===== src/shared/dvhd_pkg.sv =====
// Purpose: Constants and types for the playback volume, headset detect
//          and compressor control register group.
// Assumes: 8-bit registers reached through a byte-wide internal port.
// Notes:   Every offset, field position, reset value and count lives here.
package dvhd_pkg;

  // ************************************************************
  // Register offsets
  // ************************************************************
  localparam logic [6:0] OFF_LEFT_PLAYBACK_VOLUME = 7'h41;
  localparam logic [6:0] OFF_RIGHT_PLAYBACK_VOLUME = 7'h42;
  localparam logic [6:0] OFF_HEADSET_DETECT_CTRL_STATUS = 7'h43;
  localparam logic [6:0] OFF_COMPRESSOR_CTRL_ONE = 7'h44;

  // ************************************************************
  // Reset values
  // ************************************************************
  localparam logic [7:0] RST_LEFT_PLAYBACK_VOLUME = 8'h00;
  localparam logic [7:0] RST_RIGHT_PLAYBACK_VOLUME = 8'h00;
  localparam logic [7:0] RST_HEADSET_DETECT_CTRL = 8'h00;
  localparam logic [7:0] RST_COMPRESSOR_CTRL_ONE = 8'h0f;

  // ************************************************************
  // Field positions
  // ************************************************************
  localparam int HS_EN_BIT = 7;
  localparam int HS_STAT_LSB = 5;
  localparam int HS_INS_DB_LSB = 2;
  localparam int HS_BTN_DB_LSB = 0;
  localparam int DRC_RSV_BIT = 7;
  localparam int DRC_EN_LEFT_BIT = 6;
  localparam int DRC_EN_RIGHT_BIT = 5;
  localparam int DRC_THR_LSB = 2;
  localparam int DRC_HYS_LSB = 0;

  // ************************************************************
  // Detect status codes
  // ************************************************************
  localparam logic [1:0] HS_STAT_NONE = 2'h0;
  localparam logic [1:0] HS_STAT_NO_MIC = 2'h1;
  localparam logic [1:0] HS_STAT_WITH_MIC = 2'h3;

  // ************************************************************
  // Timing
  // ************************************************************
  localparam int unsigned REF_CLK_HZ = 1000000;
  localparam int unsigned MS_PER_S = 1000;
  localparam int unsigned REF_TICKS_PER_MS = REF_CLK_HZ / MS_PER_S;
  localparam int unsigned INS_BASE_TICK_MS = 2;
  localparam int unsigned BTN_BASE_TICK_MS = 1;
  localparam logic [2:0] INS_DB_MAX_CODE = 3'h5;
  localparam int unsigned DB_SAMPLES = 8;

  // ************************************************************
  // Volume link and soft-step selections
  // ************************************************************
  typedef enum logic [1:0] {
    DVHD_LINK_INDEP = 2'h0,
    DVHD_LINK_L_FROM_R = 2'h1,
    DVHD_LINK_R_FROM_L = 2'h2,
    DVHD_LINK_SAME = 2'h3
  } dvhd_link_e;

  typedef enum logic [1:0] {
    DVHD_STEP_EVERY = 2'h0,
    DVHD_STEP_HALF = 2'h1,
    DVHD_STEP_OFF = 2'h2,
    DVHD_STEP_RSV = 2'h3
  } dvhd_step_e;

endpackage


===== src/shared/dvhd_db_if.sv =====
// Purpose: Carrier between the register group and a debounce filter.
// Assumes: All signals on the register group's clock.
// Notes:   sample is a one-cycle strobe.
`timescale 1ns/1ps
interface dvhd_db_if #(
  parameter int W = 1
);
  logic sample;
  logic bypass;
  logic [W-1:0] raw;
  logic [W-1:0] stable;

  modport ctrl (output sample, output bypass, output raw, input stable);
  modport core (input sample, input bypass, input raw, output stable);
endinterface


===== src/dvhd_debounce.sv =====
// Purpose: Glitch filter: output follows input after equal samples.
// Assumes: raw is already synchronised to clk.
// Notes:   Bypass passes raw straight through, one cycle late.
`timescale 1ns/1ps
module dvhd_debounce #(
  parameter int W = 1
) (
  input wire logic clk,
  input wire logic sys_rst,
  dvhd_db_if.core db
);

  typedef struct packed {
    logic [W-1:0] cand;
    logic [W-1:0] stable;
    logic [3:0] cnt;
  } dvhd_db_s;

  dvhd_db_s st_r;
  dvhd_db_s st_nxt;

  localparam logic [3:0] LAST = 4'(dvhd_pkg::DB_SAMPLES - 1);

  always_comb begin
    st_nxt = st_r;
    if (db.bypass) begin
      st_nxt.stable = db.raw;
      st_nxt.cand = db.raw;
      st_nxt.cnt = 4'h0;
    end else if (db.sample) begin
      if (db.raw != st_r.cand) begin
        st_nxt.cand = db.raw;
        st_nxt.cnt = 4'h0;
      end else if (st_r.cnt >= LAST - 4'h1) begin
        // Eight equal samples in a row settle the level
        st_nxt.stable = st_r.cand;
        st_nxt.cnt = LAST;
      end else begin
        st_nxt.cnt = st_r.cnt + 4'h1;
      end
    end
  end

  always_ff @(posedge clk) begin
    if (sys_rst) begin
      st_r <= '0;
    end else begin
      st_r <= st_nxt;
    end
  end

  assign db.stable = st_r.stable;

endmodule


===== src/dvhd_regs.sv =====
// Purpose: Playback volume, headset detect and compressor control group.
// Assumes: Byte-wide register port from the serial control decoder;
//          sample_tick and ref_tick_1mhz are strobes on clk.
// Notes:   Headset pins are asynchronous and pass two flip-flops.
`timescale 1ns/1ps
module dvhd_regs (
  input wire logic clk,
  input wire logic sys_rst,
  input wire logic [6:0] reg_addr,
  input wire logic reg_wr,
  input wire logic [7:0] reg_wdata,
  input wire logic reg_rd,
  output logic [7:0] reg_rdata,
  input wire logic [1:0] vol_link_sel,
  input wire logic [1:0] soft_step_sel,
  input wire logic sample_tick,
  input wire logic ref_tick_1mhz,
  input wire logic hs_plug_pin,
  input wire logic hs_mic_pin,
  input wire logic hs_button_pin,
  output logic [7:0] vol_left_eff,
  output logic [7:0] vol_right_eff,
  output logic dynamic_range_compressor_en_left,
  output logic dynamic_range_compressor_en_right,
  output logic [2:0] dynamic_range_compressor_threshold,
  output logic [1:0] dynamic_range_compressor_hysteresis,
  output logic [1:0] hs_status,
  output logic hs_button,
  output logic hs_button_press
);

  // ************************************************************
  // State
  // ************************************************************
  typedef struct packed {
    logic [7:0] vol_l;
    logic [7:0] vol_r;
    logic [7:0] hs_ctrl;
    logic [7:0] drc1;
    logic [1:0] hs_stat;
    logic [7:0] rdata;
    logic [7:0] eff_l;
    logic [7:0] eff_r;
    logic half;
    logic [9:0] ref_cnt;
    logic ms_tick;
    logic [6:0] ins_cnt;
    logic [2:0] btn_cnt;
    logic ins_smp;
    logic btn_smp;
    logic [2:0] pin_s1;
    logic [2:0] pin_s2;
    logic btn;
    logic btn_evt;
  } dvhd_regs_s;

  dvhd_regs_s st_r;
  dvhd_regs_s st_nxt;

  localparam logic [9:0] REF_LAST = 10'(dvhd_pkg::REF_TICKS_PER_MS - 1);
  localparam logic [6:0] INS_BASE = 7'(dvhd_pkg::INS_BASE_TICK_MS);
  localparam logic [2:0] BTN_BASE = 3'(dvhd_pkg::BTN_BASE_TICK_MS);

  // ************************************************************
  // Debounce filters
  // ************************************************************
  dvhd_db_if #(.W(2)) ins_if ();
  dvhd_db_if #(.W(1)) btn_if ();

  dvhd_debounce #(.W(2)) u_ins_db (
    .clk(clk),
    .sys_rst(sys_rst),
    .db(ins_if.core)
  );

  dvhd_debounce #(.W(1)) u_btn_db (
    .clk(clk),
    .sys_rst(sys_rst),
    .db(btn_if.core)
  );

  assign ins_if.sample = st_r.ins_smp;
  assign ins_if.bypass = 1'b0;
  assign ins_if.raw = st_r.pin_s2[1:0];
  assign btn_if.sample = st_r.btn_smp;
  assign btn_if.bypass = (st_r.hs_ctrl[1:0] == 2'h0);
  assign btn_if.raw = st_r.pin_s2[2];

  // Signed step of one half-dB toward the target
  function automatic logic [7:0] step_to(
    input logic [7:0] cur,
    input logic [7:0] tgt
  );
    logic [7:0] res;
    res = cur;
    if ($signed(cur) < $signed(tgt)) begin
      res = cur + 8'h01;
    end else if ($signed(cur) > $signed(tgt)) begin
      res = cur - 8'h01;
    end
    return res;
  endfunction

  logic [7:0] tgt_l;
  logic [7:0] tgt_r;
  logic [2:0] ins_code;
  logic [6:0] ins_last;
  logic [2:0] btn_last;
  logic do_step;
  logic [1:0] det;

  always_comb begin
    // Link chooses whose programmed value each channel follows
    tgt_l = (vol_link_sel == dvhd_pkg::DVHD_LINK_L_FROM_R) ?
            st_r.vol_r : st_r.vol_l;
    tgt_r = (vol_link_sel == dvhd_pkg::DVHD_LINK_R_FROM_L) ?
            st_r.vol_l : st_r.vol_r;
    // Reserved codes clamp to the longest time, never a shorter one
    ins_code = st_r.hs_ctrl[4:2];
    if (ins_code > dvhd_pkg::INS_DB_MAX_CODE) begin
      ins_code = dvhd_pkg::INS_DB_MAX_CODE;
    end
    ins_last = (INS_BASE << ins_code) - 7'h01;
    btn_last = 3'h0;
    if (st_r.hs_ctrl[1:0] != 2'h0) begin
      btn_last = (BTN_BASE << (st_r.hs_ctrl[1:0] - 2'h1)) - 3'h1;
    end
    det = ins_if.stable;
  end

  // ************************************************************
  // Next state
  // ************************************************************
  always_comb begin
    st_nxt = st_r;
    do_step = 1'b0;
    st_nxt.pin_s1 = {hs_button_pin, hs_mic_pin, hs_plug_pin};
    st_nxt.pin_s2 = st_r.pin_s1;

    // Millisecond tick from the reference strobe
    st_nxt.ms_tick = 1'b0;
    if (ref_tick_1mhz) begin
      if (st_r.ref_cnt >= REF_LAST) begin
        st_nxt.ref_cnt = 10'h000;
        st_nxt.ms_tick = 1'b1;
      end else begin
        st_nxt.ref_cnt = st_r.ref_cnt + 10'h001;
      end
    end

    st_nxt.ins_smp = 1'b0;
    st_nxt.btn_smp = 1'b0;
    if (st_r.ms_tick) begin
      if (st_r.ins_cnt >= ins_last) begin
        st_nxt.ins_cnt = 7'h00;
        st_nxt.ins_smp = 1'b1;
      end else begin
        st_nxt.ins_cnt = st_r.ins_cnt + 7'h01;
      end
      if (st_r.btn_cnt >= btn_last) begin
        st_nxt.btn_cnt = 3'h0;
        st_nxt.btn_smp = 1'b1;
      end else begin
        st_nxt.btn_cnt = st_r.btn_cnt + 3'h1;
      end
    end

    // Detect status: plug alone is 01, plug and mic is 11
    if (!st_r.hs_ctrl[dvhd_pkg::HS_EN_BIT]) begin
      st_nxt.hs_stat = dvhd_pkg::HS_STAT_NONE;
    end else if (!det[0]) begin
      st_nxt.hs_stat = dvhd_pkg::HS_STAT_NONE;
    end else if (det[1]) begin
      st_nxt.hs_stat = dvhd_pkg::HS_STAT_WITH_MIC;
    end else begin
      st_nxt.hs_stat = dvhd_pkg::HS_STAT_NO_MIC;
    end

    // Button only meaningful with detection on
    st_nxt.btn = st_r.hs_ctrl[dvhd_pkg::HS_EN_BIT] & btn_if.stable[0];
    st_nxt.btn_evt = st_nxt.btn & ~st_r.btn;

    // Soft stepping of the applied volume
    if (sample_tick) begin
      st_nxt.half = ~st_r.half;
    end
    case (dvhd_step_sel(soft_step_sel))
      dvhd_pkg::DVHD_STEP_HALF: begin
        do_step = sample_tick & st_r.half;
      end
      dvhd_pkg::DVHD_STEP_OFF: begin
        do_step = 1'b0;
      end
      default: begin
        do_step = sample_tick;
      end
    endcase
    if (soft_step_sel == dvhd_pkg::DVHD_STEP_OFF) begin
      st_nxt.eff_l = tgt_l;
      st_nxt.eff_r = tgt_r;
    end else if (do_step) begin
      st_nxt.eff_l = step_to(st_r.eff_l, tgt_l);
      st_nxt.eff_r = step_to(st_r.eff_r, tgt_r);
    end

    // Register writes
    if (reg_wr) begin
      if (reg_addr == dvhd_pkg::OFF_LEFT_PLAYBACK_VOLUME) begin
        st_nxt.vol_l = reg_wdata;
      end else if (reg_addr == dvhd_pkg::OFF_RIGHT_PLAYBACK_VOLUME) begin
        st_nxt.vol_r = reg_wdata;
      end else if (reg_addr == dvhd_pkg::OFF_HEADSET_DETECT_CTRL_STATUS)
      begin
        // Status bits are not writable
        st_nxt.hs_ctrl = {reg_wdata[7], 2'h0, reg_wdata[4:0]};
      end else if (reg_addr == dvhd_pkg::OFF_COMPRESSOR_CTRL_ONE) begin
        st_nxt.drc1 = reg_wdata;
      end
    end

    // Register reads, captured in the strobe cycle, valid one cycle later
    if (reg_rd) begin
      if (reg_addr == dvhd_pkg::OFF_LEFT_PLAYBACK_VOLUME) begin
        st_nxt.rdata = st_r.vol_l;
      end else if (reg_addr == dvhd_pkg::OFF_RIGHT_PLAYBACK_VOLUME) begin
        st_nxt.rdata = st_r.vol_r;
      end else if (reg_addr == dvhd_pkg::OFF_HEADSET_DETECT_CTRL_STATUS)
      begin
        st_nxt.rdata = {st_r.hs_ctrl[7], st_r.hs_stat,
                        st_r.hs_ctrl[4:0]};
      end else if (reg_addr == dvhd_pkg::OFF_COMPRESSOR_CTRL_ONE) begin
        st_nxt.rdata = st_r.drc1;
      end else begin
        st_nxt.rdata = 8'h00;
      end
    end
  end

  function automatic dvhd_pkg::dvhd_step_e dvhd_step_sel(
    input logic [1:0] sel
  );
    return dvhd_pkg::dvhd_step_e'(sel);
  endfunction

  // ************************************************************
  // Registers
  // ************************************************************
  always_ff @(posedge clk) begin
    if (sys_rst) begin
      st_r <= '0;
      st_r.vol_l <= dvhd_pkg::RST_LEFT_PLAYBACK_VOLUME;
      st_r.vol_r <= dvhd_pkg::RST_RIGHT_PLAYBACK_VOLUME;
      st_r.hs_ctrl <= dvhd_pkg::RST_HEADSET_DETECT_CTRL;
      st_r.drc1 <= dvhd_pkg::RST_COMPRESSOR_CTRL_ONE;
      st_r.eff_l <= dvhd_pkg::RST_LEFT_PLAYBACK_VOLUME;
      st_r.eff_r <= dvhd_pkg::RST_RIGHT_PLAYBACK_VOLUME;
    end else begin
      st_r <= st_nxt;
    end
  end

  // ************************************************************
  // Outputs, all straight from state flops
  // ************************************************************
  assign reg_rdata = st_r.rdata;
  assign vol_left_eff = st_r.eff_l;
  assign vol_right_eff = st_r.eff_r;
  assign dynamic_range_compressor_en_left =
    st_r.drc1[dvhd_pkg::DRC_EN_LEFT_BIT];
  assign dynamic_range_compressor_en_right =
    st_r.drc1[dvhd_pkg::DRC_EN_RIGHT_BIT];
  assign dynamic_range_compressor_threshold =
    st_r.drc1[dvhd_pkg::DRC_THR_LSB +: 3];
  assign dynamic_range_compressor_hysteresis =
    st_r.drc1[dvhd_pkg::DRC_HYS_LSB +: 2];
  assign hs_status = st_r.hs_stat;
  assign hs_button = st_r.btn;
  assign hs_button_press = st_r.btn_evt;

endmodule


===== config.mk =====
export PLATFORM = sky130hd
export DESIGN_NAME = dvhd_regs
export DESIGN_NICKNAME = d
export VERILOG_FILES = /design/src/shared/dvhd_pkg.sv /design/src/shared/dvhd_db_if.sv /design/src/dvhd_debounce.sv /design/src/dvhd_regs.sv
export SDC_FILE = /design/constraint.sdc
export NUM_CORES = 1
export LEC_CHECK = 0
export BUFFER_PORTS_ARGS = -buffer_cell sky130_fd_sc_hd__buf_2
export CORE_MARGIN = 3
export CORE_UTILIZATION = 30
export DETAILED_ROUTE_END_ITERATION = 10
export PLACE_DENSITY_LB_ADDON = 0.2
export SYNTH_ARGS = -nofsm -noshare
export SYNTH_HDL_FRONTEND = slang
export SYNTH_SLANG_ARGS = --single-unit

===== constraint.sdc =====
create_clock -name clk -period 4.2 [get_ports clk]
set_input_delay 0.84 -clock clk [delete_from_list [all_inputs] [get_ports clk]]
set_output_delay 0.84 -clock clk [all_outputs]
set_load 0.01 [all_outputs]

==> results of run 1 <==
cell families (layout without fill, tap and decap cells):
| family | count (synthesis) | after routing | synth area share [%] |
|---|---|---|---|
| multiplexers | 50 | 50 | 8.741 |
| AND/OR/NAND/NOR | 253 | 253 | 21.72 |
| buffers and inverters | 83 | 103 | 7.551 |
| AO/OA/AOI/OAI | 127 | 127 | 15.34 |
| flip-flops | 102 | 102 | 35.31 |
| XOR/XNOR | 23 | 23 | 3.483 |
| other | 1 | 3 | 0.06484 |
| adder cells (fa/ha/maj) | 36 | 36 | 7.789 |
flip-flops by register name, indices dropped and copies added (netlist names), 2 cells and up:
signal / count
u_btn_db.st_r: 5
reg_rdata: 8
dynamic_range_compressor_threshold: 3
st_nxt: 3
hs_status: 2
dynamic_range_compressor_hysteresis: 2
ins_if.raw: 2
vol_right_eff: 8
vol_left_eff: 8
st_r: 45
u_ins_db.db.stable: 2
u_ins_db.st_r: 6
through the flow:
stage	power, W	std cells	setup slack [ns]
global route	0.003469	956	0.3633
detailed placement	0.002411	940	0.2539
global placement	0.002392	940	0.3984
finish	0.003229	957	0.5864
floorplan	0.002184	676	0.2825
CTS	0.003255	956	0.6108
routing by layer:
| layer | up-vias | share of wire (%) |
|---|---|---|
| li1 | 2406 | - |
| met1 | 2276 | 47 |
| met2 | 97 | 47 |
| met3 | 16 | 5.9 |
| met4 | 2 | 0.99 |
| met5 | - | 0.096 |
power breakdown:
group | internal (W) | total, W | switching (W)
sequential | 0.00103 | 0.00116 | 0.000130
clock | 0.000428 | 0.000830 | 0.000402
combinational | 0.000562 | 0.00124 | 0.000676
layout make-up:
type / instances / share of cell area, %
antenna: 1 / 0.03909
clock buffer: 10 / 3.733
clock inverter: 6 / 0.8013
inverter: 17 / 0.9967
multi-input combinational: 491 / 51.67
sequential: 102 / 31.89
tap: 260 / 5.081
timing repair buffer: 70 / 5.785
cell usage in the layout (no fill, tap or decap), types with 4 or more instances in the layout:
cell type	Yosys	final
dfxtp_1	102	102
nor2_1	84	84
buf_2	4	62
nand2_1	60	60
mux2i_1	46	46
a21oi_1	44	44
ha_1	36	36
nor3_1	18	18
inv_1	17	17
nand4_1	17	17
nor2b_1	16	16
xnor2_1	13	13
a211oi_1	12	12
xor2_1	10	10
nand3_1	10	10
a221oi_1	9	9
clkbuf_16	0	9
a22oi_1	8	8
buf_4	32	8
o21ai_0	7	7
and3_1	7	7
a21o_1	7	7
a31oi_1	7	7
or3_1	7	7
nand2b_1	5	5
and2_1	5	5
nor4_1	4	4
o21a_1	4	4
mux2_2	4	4
worst max-delay path, stage by stage:
cell       delay, ns
buf_2           0.10
nand2b_1        0.16
mux2i_1         0.21
ha_1            0.28
a21o_1          0.21
a2111oi_4       0.47
nor2_2          0.13
nor2_4          0.19
xnor2_1         0.15
ha_1            0.28
nor2_1          0.07
mux2_2          0.28
or3b_1          0.35
a31oi_1         0.17
final timing paths:
path	start	end	slack (ns)	cells past startpoint
worst max-delay path	vol_link_sel[0]	vol_right_eff[2]	0.59	14
worst min-delay path	hs_button	hs_button_press	0.42	1
worst max register to register	st_r[79]	vol_right_eff[2]	0.98	12
worst min register to register	hs_button	hs_button_press	0.42	1
==> run_results.csv, run 1 <==
group,metric,value,unit
setup_path,criticalPathCategory,"input pin to register",
global_routing,use_met2,22.48,%
synth,syn_area,0.005783,sq mm
routing,routed_wl,14.56,mm
clock_network,htreeDepth,3,
timing,relSlewSlack,25.46,%
clock_network,clk_latency,0.35,ns
synth,synth_seq_cells,102,
synth,synthTopCellsByArea,"dfxtp_1 35%, mux2i_1 8.0%, ha_1 7.8%",
cells_and_area,seq_area,0.002042,sq mm
routing,post_drt_via_cell_ratio,5.013,
timing,finalCritPeriodShare,86.04,%
setup_path,cp.required,4.48,ns
cells_and_area,final_area,0.006402,sq mm
timing,finalCriticalPeriod,3.614,ns
clock_network,clk_pin_slew,0.07,ns
timing,drv_slew,0,
synth,synth_cell_types,65,
global_routing,antenna_found_initial,2,
power_and_ir_drop,power.density,504.3,mW/mm^2
synth,yosys_warnings,0,
global_routing,busiest_layer,"met2",
clock_network,clockBufferDepth,2,
clock_network,cts_inserted_buffers,9,
global_routing,grt.total_usage,14.02,%
run,max-cap-violations,0,
floorplanning,rows,50,
setup_path,crit_arrival,3.90,ns
setup_path,crit_fanout,6,
clock_network,post-cts-setup-buffer-count,0,
clock_network,clockRootBuffer,"clkbuf_16",
global_routing,grt_overflow,0,
routing,post-route-drc-count,0,
routing,ant_nets,0,
floorplanning,start_util,30.71,%
cells_and_area,final_core_util,34.00,%
timing,tns,0,ns
synth,ys.flop_type,"dfxtp_1",
placement,port-buffer-count,62,
synth,synth_area_leader_cell,"dfxtp_1",
routing,num_vias,4797,
cells_and_area,drive_gt1_share,15.52,%
setup_path,end_kind,"register",
cells_and_area,nFillCells,1967,
floorplanning,core-area,0.01883,sq mm
cells_and_area,area_growth,10.71,%
routing,dr.first_iter.drc_count,277,
timing,holdWs,0.4154,ns
synth,synthArstFlopShare,0,%
power_and_ir_drop,ir_drop,0.2171,mV
cells_and_area,multi_input_area,0.003308,sq mm
status,status,"completed",
floorplanning,die_area,0.02098,sq mm
min_path,hold_class,"register to register",
global_routing,grt_pass1_vias,4404,
synth,post-synth-top-count-cell,"dfxtp_1",
synth,seq_area_frac_synth,35.31,%
floorplanning,ios,63,
timing,setup_viol,0,
synth,synthTopCellsByCount,"102 x dfxtp_1, 84 x nor2_1, 60 x nand2_1",
clock_network,cts_tree,"yes",
synth,synth_cells,675,
placement,hpwlAfterDp,10.80,mm
cells_and_area,nNetsFinal,755,
clock_network,cts_resized,0,
floorplanning,die_x,144.8,um
clock_network,cts_sinks,102,
routing,wl_per_cell,15.21,um
routing,drtPass1Iterations,5,
global_routing,grt_use_met1,18.59,%
timing,hold_viol,0,
placement,gp_congestion,0.8263,
timing,rsz0062_at_grt,"false",
floorplanning,die_h,144.8,um
global_routing,grt_start_max_net_pins,37,
setup_path,crit_path_start_kind,"input pin",
synth,synth_top_area_share,35.31,%
placement,place_area,0.006110,sq mm
clock_network,cts_hold_buf,0,
synth,synth_edf_count,0,
timing,skew,0.008767,ns
timing,worst-slew-pin-transition,1.109,ns
timing,max_freq,0.2767,GHz
synth,syn_avg_cell_area,8.567,sq um
global_routing,grt_pass1_wl,23.41,mm
global_routing,met3_usage,4.338,%
power_and_ir_drop,power_leakage,2.627,nW
(Power assumes the default switching activity.)
==> run 2, diff against run 1 <==
Clock period 4.2 ns to 3.3 ns, I/O delays scaled along.
==> run 2 against run 1 <==
  * Clock power is 35% higher
  * Sequential power is 27% higher
  * Hold slack better by 0.0085 ns
  * Combinational power is 47% higher
  * Critical path depth stayed put
==> run_results.csv, run 2 (synthesis results as in run 1) <==
group,metric,value,unit
setup_path,critPathLaunch,"vol_link_sel[0]",
setup_path,crit_arrival,3.40,ns
cells_and_area,layout_commonest_cell,"dfxtp_1",
power_and_ir_drop,p_comb_share,41.2,%
placement,port-buffer-count,62,
clock_network,post-cts-setup-buffer-count,0,
power_and_ir_drop,power_leakage,2.740,nW
timing,skew,0.01147,ns
cells_and_area,largest-register,"st_r",
setup_path,end_kind,"register",
clock_network,htreeDepth,3,
timing,max_freq,0.3205,GHz
setup_path,crit_path_start_kind,"input pin",
routing,dr.first_iter.drc_count,238,
clock_network,clockRootBuffer,"clkbuf_16",
power_and_ir_drop,p_int,0.002846,W
power_and_ir_drop,power.switching,0.001561,W
timing,worst-slew-pin-transition,1.130,ns
timing,rsz0062_at_grt,"false",
status,status,"completed",
timing,tns,0,ns
global_routing,grt_pass1_wl,23.51,mm
clock_network,cts_tree,"yes",
timing,finalCriticalPeriod,3.120,ns
global_routing,grt_overflow,0,
timing,finalCritPeriodShare,94.55,%
power_and_ir_drop,p_clk_share,25.3,%
setup_path,worstReg2RegStart,"st_r[79]",
floorplanning,die_x,144.8,um
global_routing,grt_start_max_net_pins,61,
clock_network,clockBufferDepth,2,
timing,hold_viol,0,
floorplanning,die_area,0.02098,sq mm
placement,gp_congestion,0.8162,
power_and_ir_drop,switching_share,35.42,%
setup_path,cp.required,3.58,ns
setup_path,crit_fanout,5,
run,max-cap-violations,0,
routing,wl_per_cell,14.75,um
routing,routed_wl,14.49,mm
cells_and_area,n_antenna_cell,0,
placement,place_area,0.006330,sq mm
min_path,hold_start,"hs_button",
clock_network,cts_sinks,102,
cells_and_area,layout_common_cells,"102 x dfxtp_1, 84 x nor2_1, 62 x buf_2, 60 x nand2_1, 43 x a21oi_1",
clock_network,clk_latency,0.35,ns
global_routing,antenna_found_initial,0,
power_and_ir_drop,ir_drop,0.2575,mV
routing,ant_nets,0,
min_path,hold_class,"register to register",
global_routing,grt.total_usage,13.86,%
floorplanning,rows,50,
cells_and_area,final_core_util,35.36,%
cells_and_area,largest_reg_flops,45,
cells_and_area,nNetsFinal,781,
floorplanning,ios,63,
routing,drtPass1Iterations,4,
timing,holdWs,0.4238,ns
floorplanning,die_h,144.8,um
floorplanning,start_util,30.71,%
timing,drv_slew,0,
power_and_ir_drop,p_seq_share,33.4,%
setup_path,criticalPathCategory,"input pin to register",
routing,num_vias,4864,
clock_network,cts_inserted_buffers,9,
cells_and_area,drive_gt1_share,19.94,%
cells_and_area,final_area,0.006659,sq mm
cells_and_area,area_growth,15.15,%
clock_network,clk_pin_slew,0.07,ns
placement,hpwlAfterDp,10.80,mm
routing,post-route-drc-count,0,
global_routing,grt_pass1_vias,4713,
routing,post_drt_via_cell_ratio,4.953,
timing,setup_viol,0,
floorplanning,core-area,0.01883,sq mm
power_and_ir_drop,power.density,661.8,mW/mm^2
timing,relSlewSlack,24.05,%
==> run 2: cell types whose count changed in the layout (fill, tap and decap cells not counted), moves of 2 or more <==
cell	previous run	this run
buf_4	8	33
ha_1	36	34
ha_2	0	2
mux2i_1	46	41
mux2i_2	0	5
==> run 2: cell type report <==
class	count	area, sq um
sequential	102	2042
tap	260	325.3
clock buffer	10	239.0
inverter	17	63.81
multi-input combinational	491	3342
clock inverter	6	68.82
fill	1941	12170
timing repair buffer	96	578.1
==> run 2: power groups by stage <==
stage	combinational [W]	sequential, W	clock (W)
floorplan	0.00137	0.00142	0
global placement	0.00180	0.00150	0
detailed placement	0.00181	0.00151	0
CTS	0.00182	0.00148	0.00115
global route	0.00203	0.00150	0.00120
finish	0.00182	0.00147	0.00112
==> run 2: timing repair <==
action                                 CTS  global route
endpoints found under the hold margin    0             0
hold buffers                             0             0
gates resized for setup                  0             6
setup endpoints to repair                0             3
==> run 2: path summary, 6_finish.rpt <==
check	endpoint	slack, ns	cells after the start
setup / recovery	vol_right_eff[2]	0.18	14
hold / removal	hs_button_press	0.42	1
setup reg to reg	vol_right_eff[2]	0.41	12
hold reg to reg	hs_button_press	0.42	1
==> run 2: critical path, cell delays in order <==
cell and delay (ns):
buf_2 0.10, nand2b_2 0.22, mux2i_2 0.18, ha_1 0.32, a21o_1 0.19, a2111oi_4 0.33, nor2_2 0.11, nor2_4 0.13
xnor2_1 0.12, ha_2 0.23, nor2_1 0.04, mux2_2 0.28, or3b_1 0.35, a31oi_1 0.14
==> run 2: stage by stage <==
stage,std cells,setup WS [ns],total power (W)
finish,982,0.1797,0.004407
global route,982,0.003281,0.004725
CTS,982,0.1404,0.004450
global placement,966,-0.1248,0.003306
detailed placement,966,-0.2218,0.003319
floorplan,676,-0.1285,0.002798
==> run 2: per-layer routing <==
layer | track usage, % | vias to the layer above | wire length (um)
met5 | 0 | - | 0
met4 | 3.780 | 0 | 230
met3 | 3.385 | 20 | 663
met2 | 23.35 | 78 | 6880
met1 | 17.71 | 2318 | 6713
li1 | - | 2448 | -
==> run 3, diff against run 2 <==
Settings changed: CTS_BUF_LIST from default to sky130_fd_sc_hd__clkbuf_16, CTS_CLUSTER_SIZE from default to 20, SETUP_SLACK_MARGIN from default to 0.3.
==> run 3 against run 2 <==
  * Non-clock buffer count rose by 19
  * Clock power decreased by 9.8%
  * Register-to-register slack improved by 0.09 ns
  * Power increased by 7.7%
  * Flip-flop and latch count is the same
  * Final area grew 5.3%
  * Combinational power up 24%
  * Critical path depth increased by 2
  * Utilization is 1.9 points higher
  * Clock skew decreased by 0.0022 ns
  * Hold slack worse by 0.018 ns
  * First-iteration DRC count up 18%
==> run_results.csv, run 3 (synthesis results as in run 1) <==
group,metric,value,unit
setup_path,crit_fanout,5,
routing,routed_wl,15.36,mm
timing,setup_viol,0,
floorplanning,die_area,0.02098,sq mm
placement,hpwlAfterDp,11.08,mm
cells_and_area,area_growth,21.22,%
setup_path,cp_common_cell,"a21oi_2",
setup_path,cpMaxStageDelayCell,"or3_1",
floorplanning,die_h,144.8,um
cells_and_area,layout_commonest_cell,"dfxtp_1",
clock_network,htreeDepth,3,
cells_and_area,final_core_util,37.23,%
setup_path,criticalPathCategory,"input pin to register",
timing,max_freq,0.3265,GHz
routing,drtPass1Iterations,4,
cells_and_area,largest_reg_flops,45,
global_routing,grt.total_usage,14.55,%
routing,post_drt_via_cell_ratio,4.959,
clock_network,clk_pin_slew,0.08,ns
clock_network,cts_inserted_buffers,9,
placement,port-buffer-count,62,
timing,finalCritPeriodShare,92.82,%
clock_network,clockRootBuffer,"clkbuf_16",
floorplanning,start_util,30.71,%
floorplanning,rows,50,
setup_path,crit_chain,"buf_6 -> nand2b_4 -> buf_4 -> mux2i_2 -> ha_1 -> nor2b_1 -> o211ai_1 -> a21oi_2 -> nor2_4 -> xnor2_2 -> ha_2 -> nand3_2 -> nor3_2 -> a21oi_2 -> or3_1 -> a31oi_1",
cells_and_area,drive_gt1_share,25.24,%
routing,num_vias,4964,
setup_path,critPathBufInv,2,
cells_and_area,layout_common_cells,"102 x dfxtp_1, 83 x nor2_1, 60 x nand2_1, 60 x buf_2, 50 x buf_4",
timing,finalCriticalPeriod,3.063,ns
power_and_ir_drop,ir_drop,0.2739,mV
routing,post-route-drc-count,0,
placement,place_area,0.006382,sq mm
global_routing,grt_pass1_wl,24.60,mm
global_routing,grt_overflow,0,
floorplanning,core-area,0.01883,sq mm
setup_path,crit_arrival,3.34,ns
timing,hold_viol,0,
placement,numPlacedInstances,969,
power_and_ir_drop,power.density,676.9,mW/mm^2
placement,gp_congestion,0.8502,
setup_path,critPathMaxStageDelay,0.31,ns
routing,dr.first_iter.drc_count,282,
global_routing,grt_pass1_vias,4815,
power_and_ir_drop,power_leakage,2.847,nW
timing,skew,0.009274,ns
cells_and_area,final_area,0.007010,sq mm
cells_and_area,nNetsFinal,800,
timing,rsz0062_at_grt,"true",
setup_path,crit_path_start_kind,"input pin",
setup_path,end_kind,"register",
clock_network,clockBufferDepth,2,
min_path,hold_class,"register to register",
status,status,"completed",
power_and_ir_drop,total_power,0.004745,W
setup_path,path_delay_family,"simple AND/OR/NAND/NOR gates",
floorplanning,ios,63,
cells_and_area,fin_cells,1001,
setup_path,cp.required,3.58,ns
timing,drv_slew,0,
clock_network,cts_sinks,102,
global_routing,grt_start_max_net_pins,36,
run,max-cap-violations,0,
routing,ant_nets,0,
timing,relSlewSlack,26.99,%
routing,wl_per_cell,15.34,um
clock_network,cts_tree,"yes",
floorplanning,die_x,144.8,um
timing,tns,0,ns
timing,worst-slew-pin-transition,1.086,ns
global_routing,antenna_found_initial,0,
cells_and_area,n_antenna_cell,0,
cells_and_area,largest-register,"st_r",
clock_network,clk_latency,0.35,ns
==> run 3: changes by cell type in the layout (fill, tap and decap cells not counted), moves of 3 or more <==
cell	previous run	this run
mux2i_1	41	34
ha_1	34	29
ha_4	0	4
buf_6	0	4
mux2i_2	5	9
mux2i_4	0	3
buf_4	33	50
==> run 3: final cells by class <==
| type | count | area (sq um) |
|---|---|---|
| clock inverters | 7 | 47.55 |
| fillers | 1889 | 11820 |
| clock buffers | 9 | 225.2 |
| multi-input cells | 491 | 3571 |
| well taps | 260 | 325.3 |
| repair buffers | 115 | 735.7 |
| flip-flops and latches | 102 | 2042 |
| inverters | 17 | 63.81 |
==> run 3: timing repair <==
item                                   CTS  global route
setup endpoints to repair                7            15
pin swaps                               10            21
gates resized for setup                  9            35
hold buffers                             0             0
setup buffers                            5            11
endpoints found under the hold margin    0             0
==> run 3: worst paths after layout <==
kind | start | slack, ns | endpoint | depth (start not counted)
min reg2reg | hs_button | 0.41 | hs_button_press | 1
max | vol_link_sel[0] | 0.24 | vol_right_eff[4] | 16
min | hs_button | 0.41 | hs_button_press | 1
max reg2reg | st_r[79] | 0.50 | vol_right_eff[4] | 13
==> run 3: power by group <==
group,switching [W],total [W],internal (W)
sequential,0.000176,0.00149,0.00131
combinational,0.00106,0.00225,0.00119
clock,0.000497,0.00101,0.000514
==> run 3: metrics by stage <==
step	hold slack (ns)	setup WS, ns
2_1_floorplan	0.4138	-0.1262
3_3_place_gp	0.3976	-0.07230
3_5_place_dp	0.3980	-0.1350
4_1_cts	0.4096	0.2481
5_1_grt	0.4287	0.1091
6_report	0.4055	0.2368
==> run 3: per-layer routing <==
metal | GRT usage, % | up-vias | routed length (um) | part of all wire, %
li1 | - | 2489 | - | -
met1 | 19.32 | 2381 | 7247 | 47
met2 | 23.28 | 83 | 7253 | 47
met3 | 3.976 | 11 | 672 | 4.4
met4 | 4.026 | 0 | 187 | 1.2
met5 | 0 | - | 0 | 0
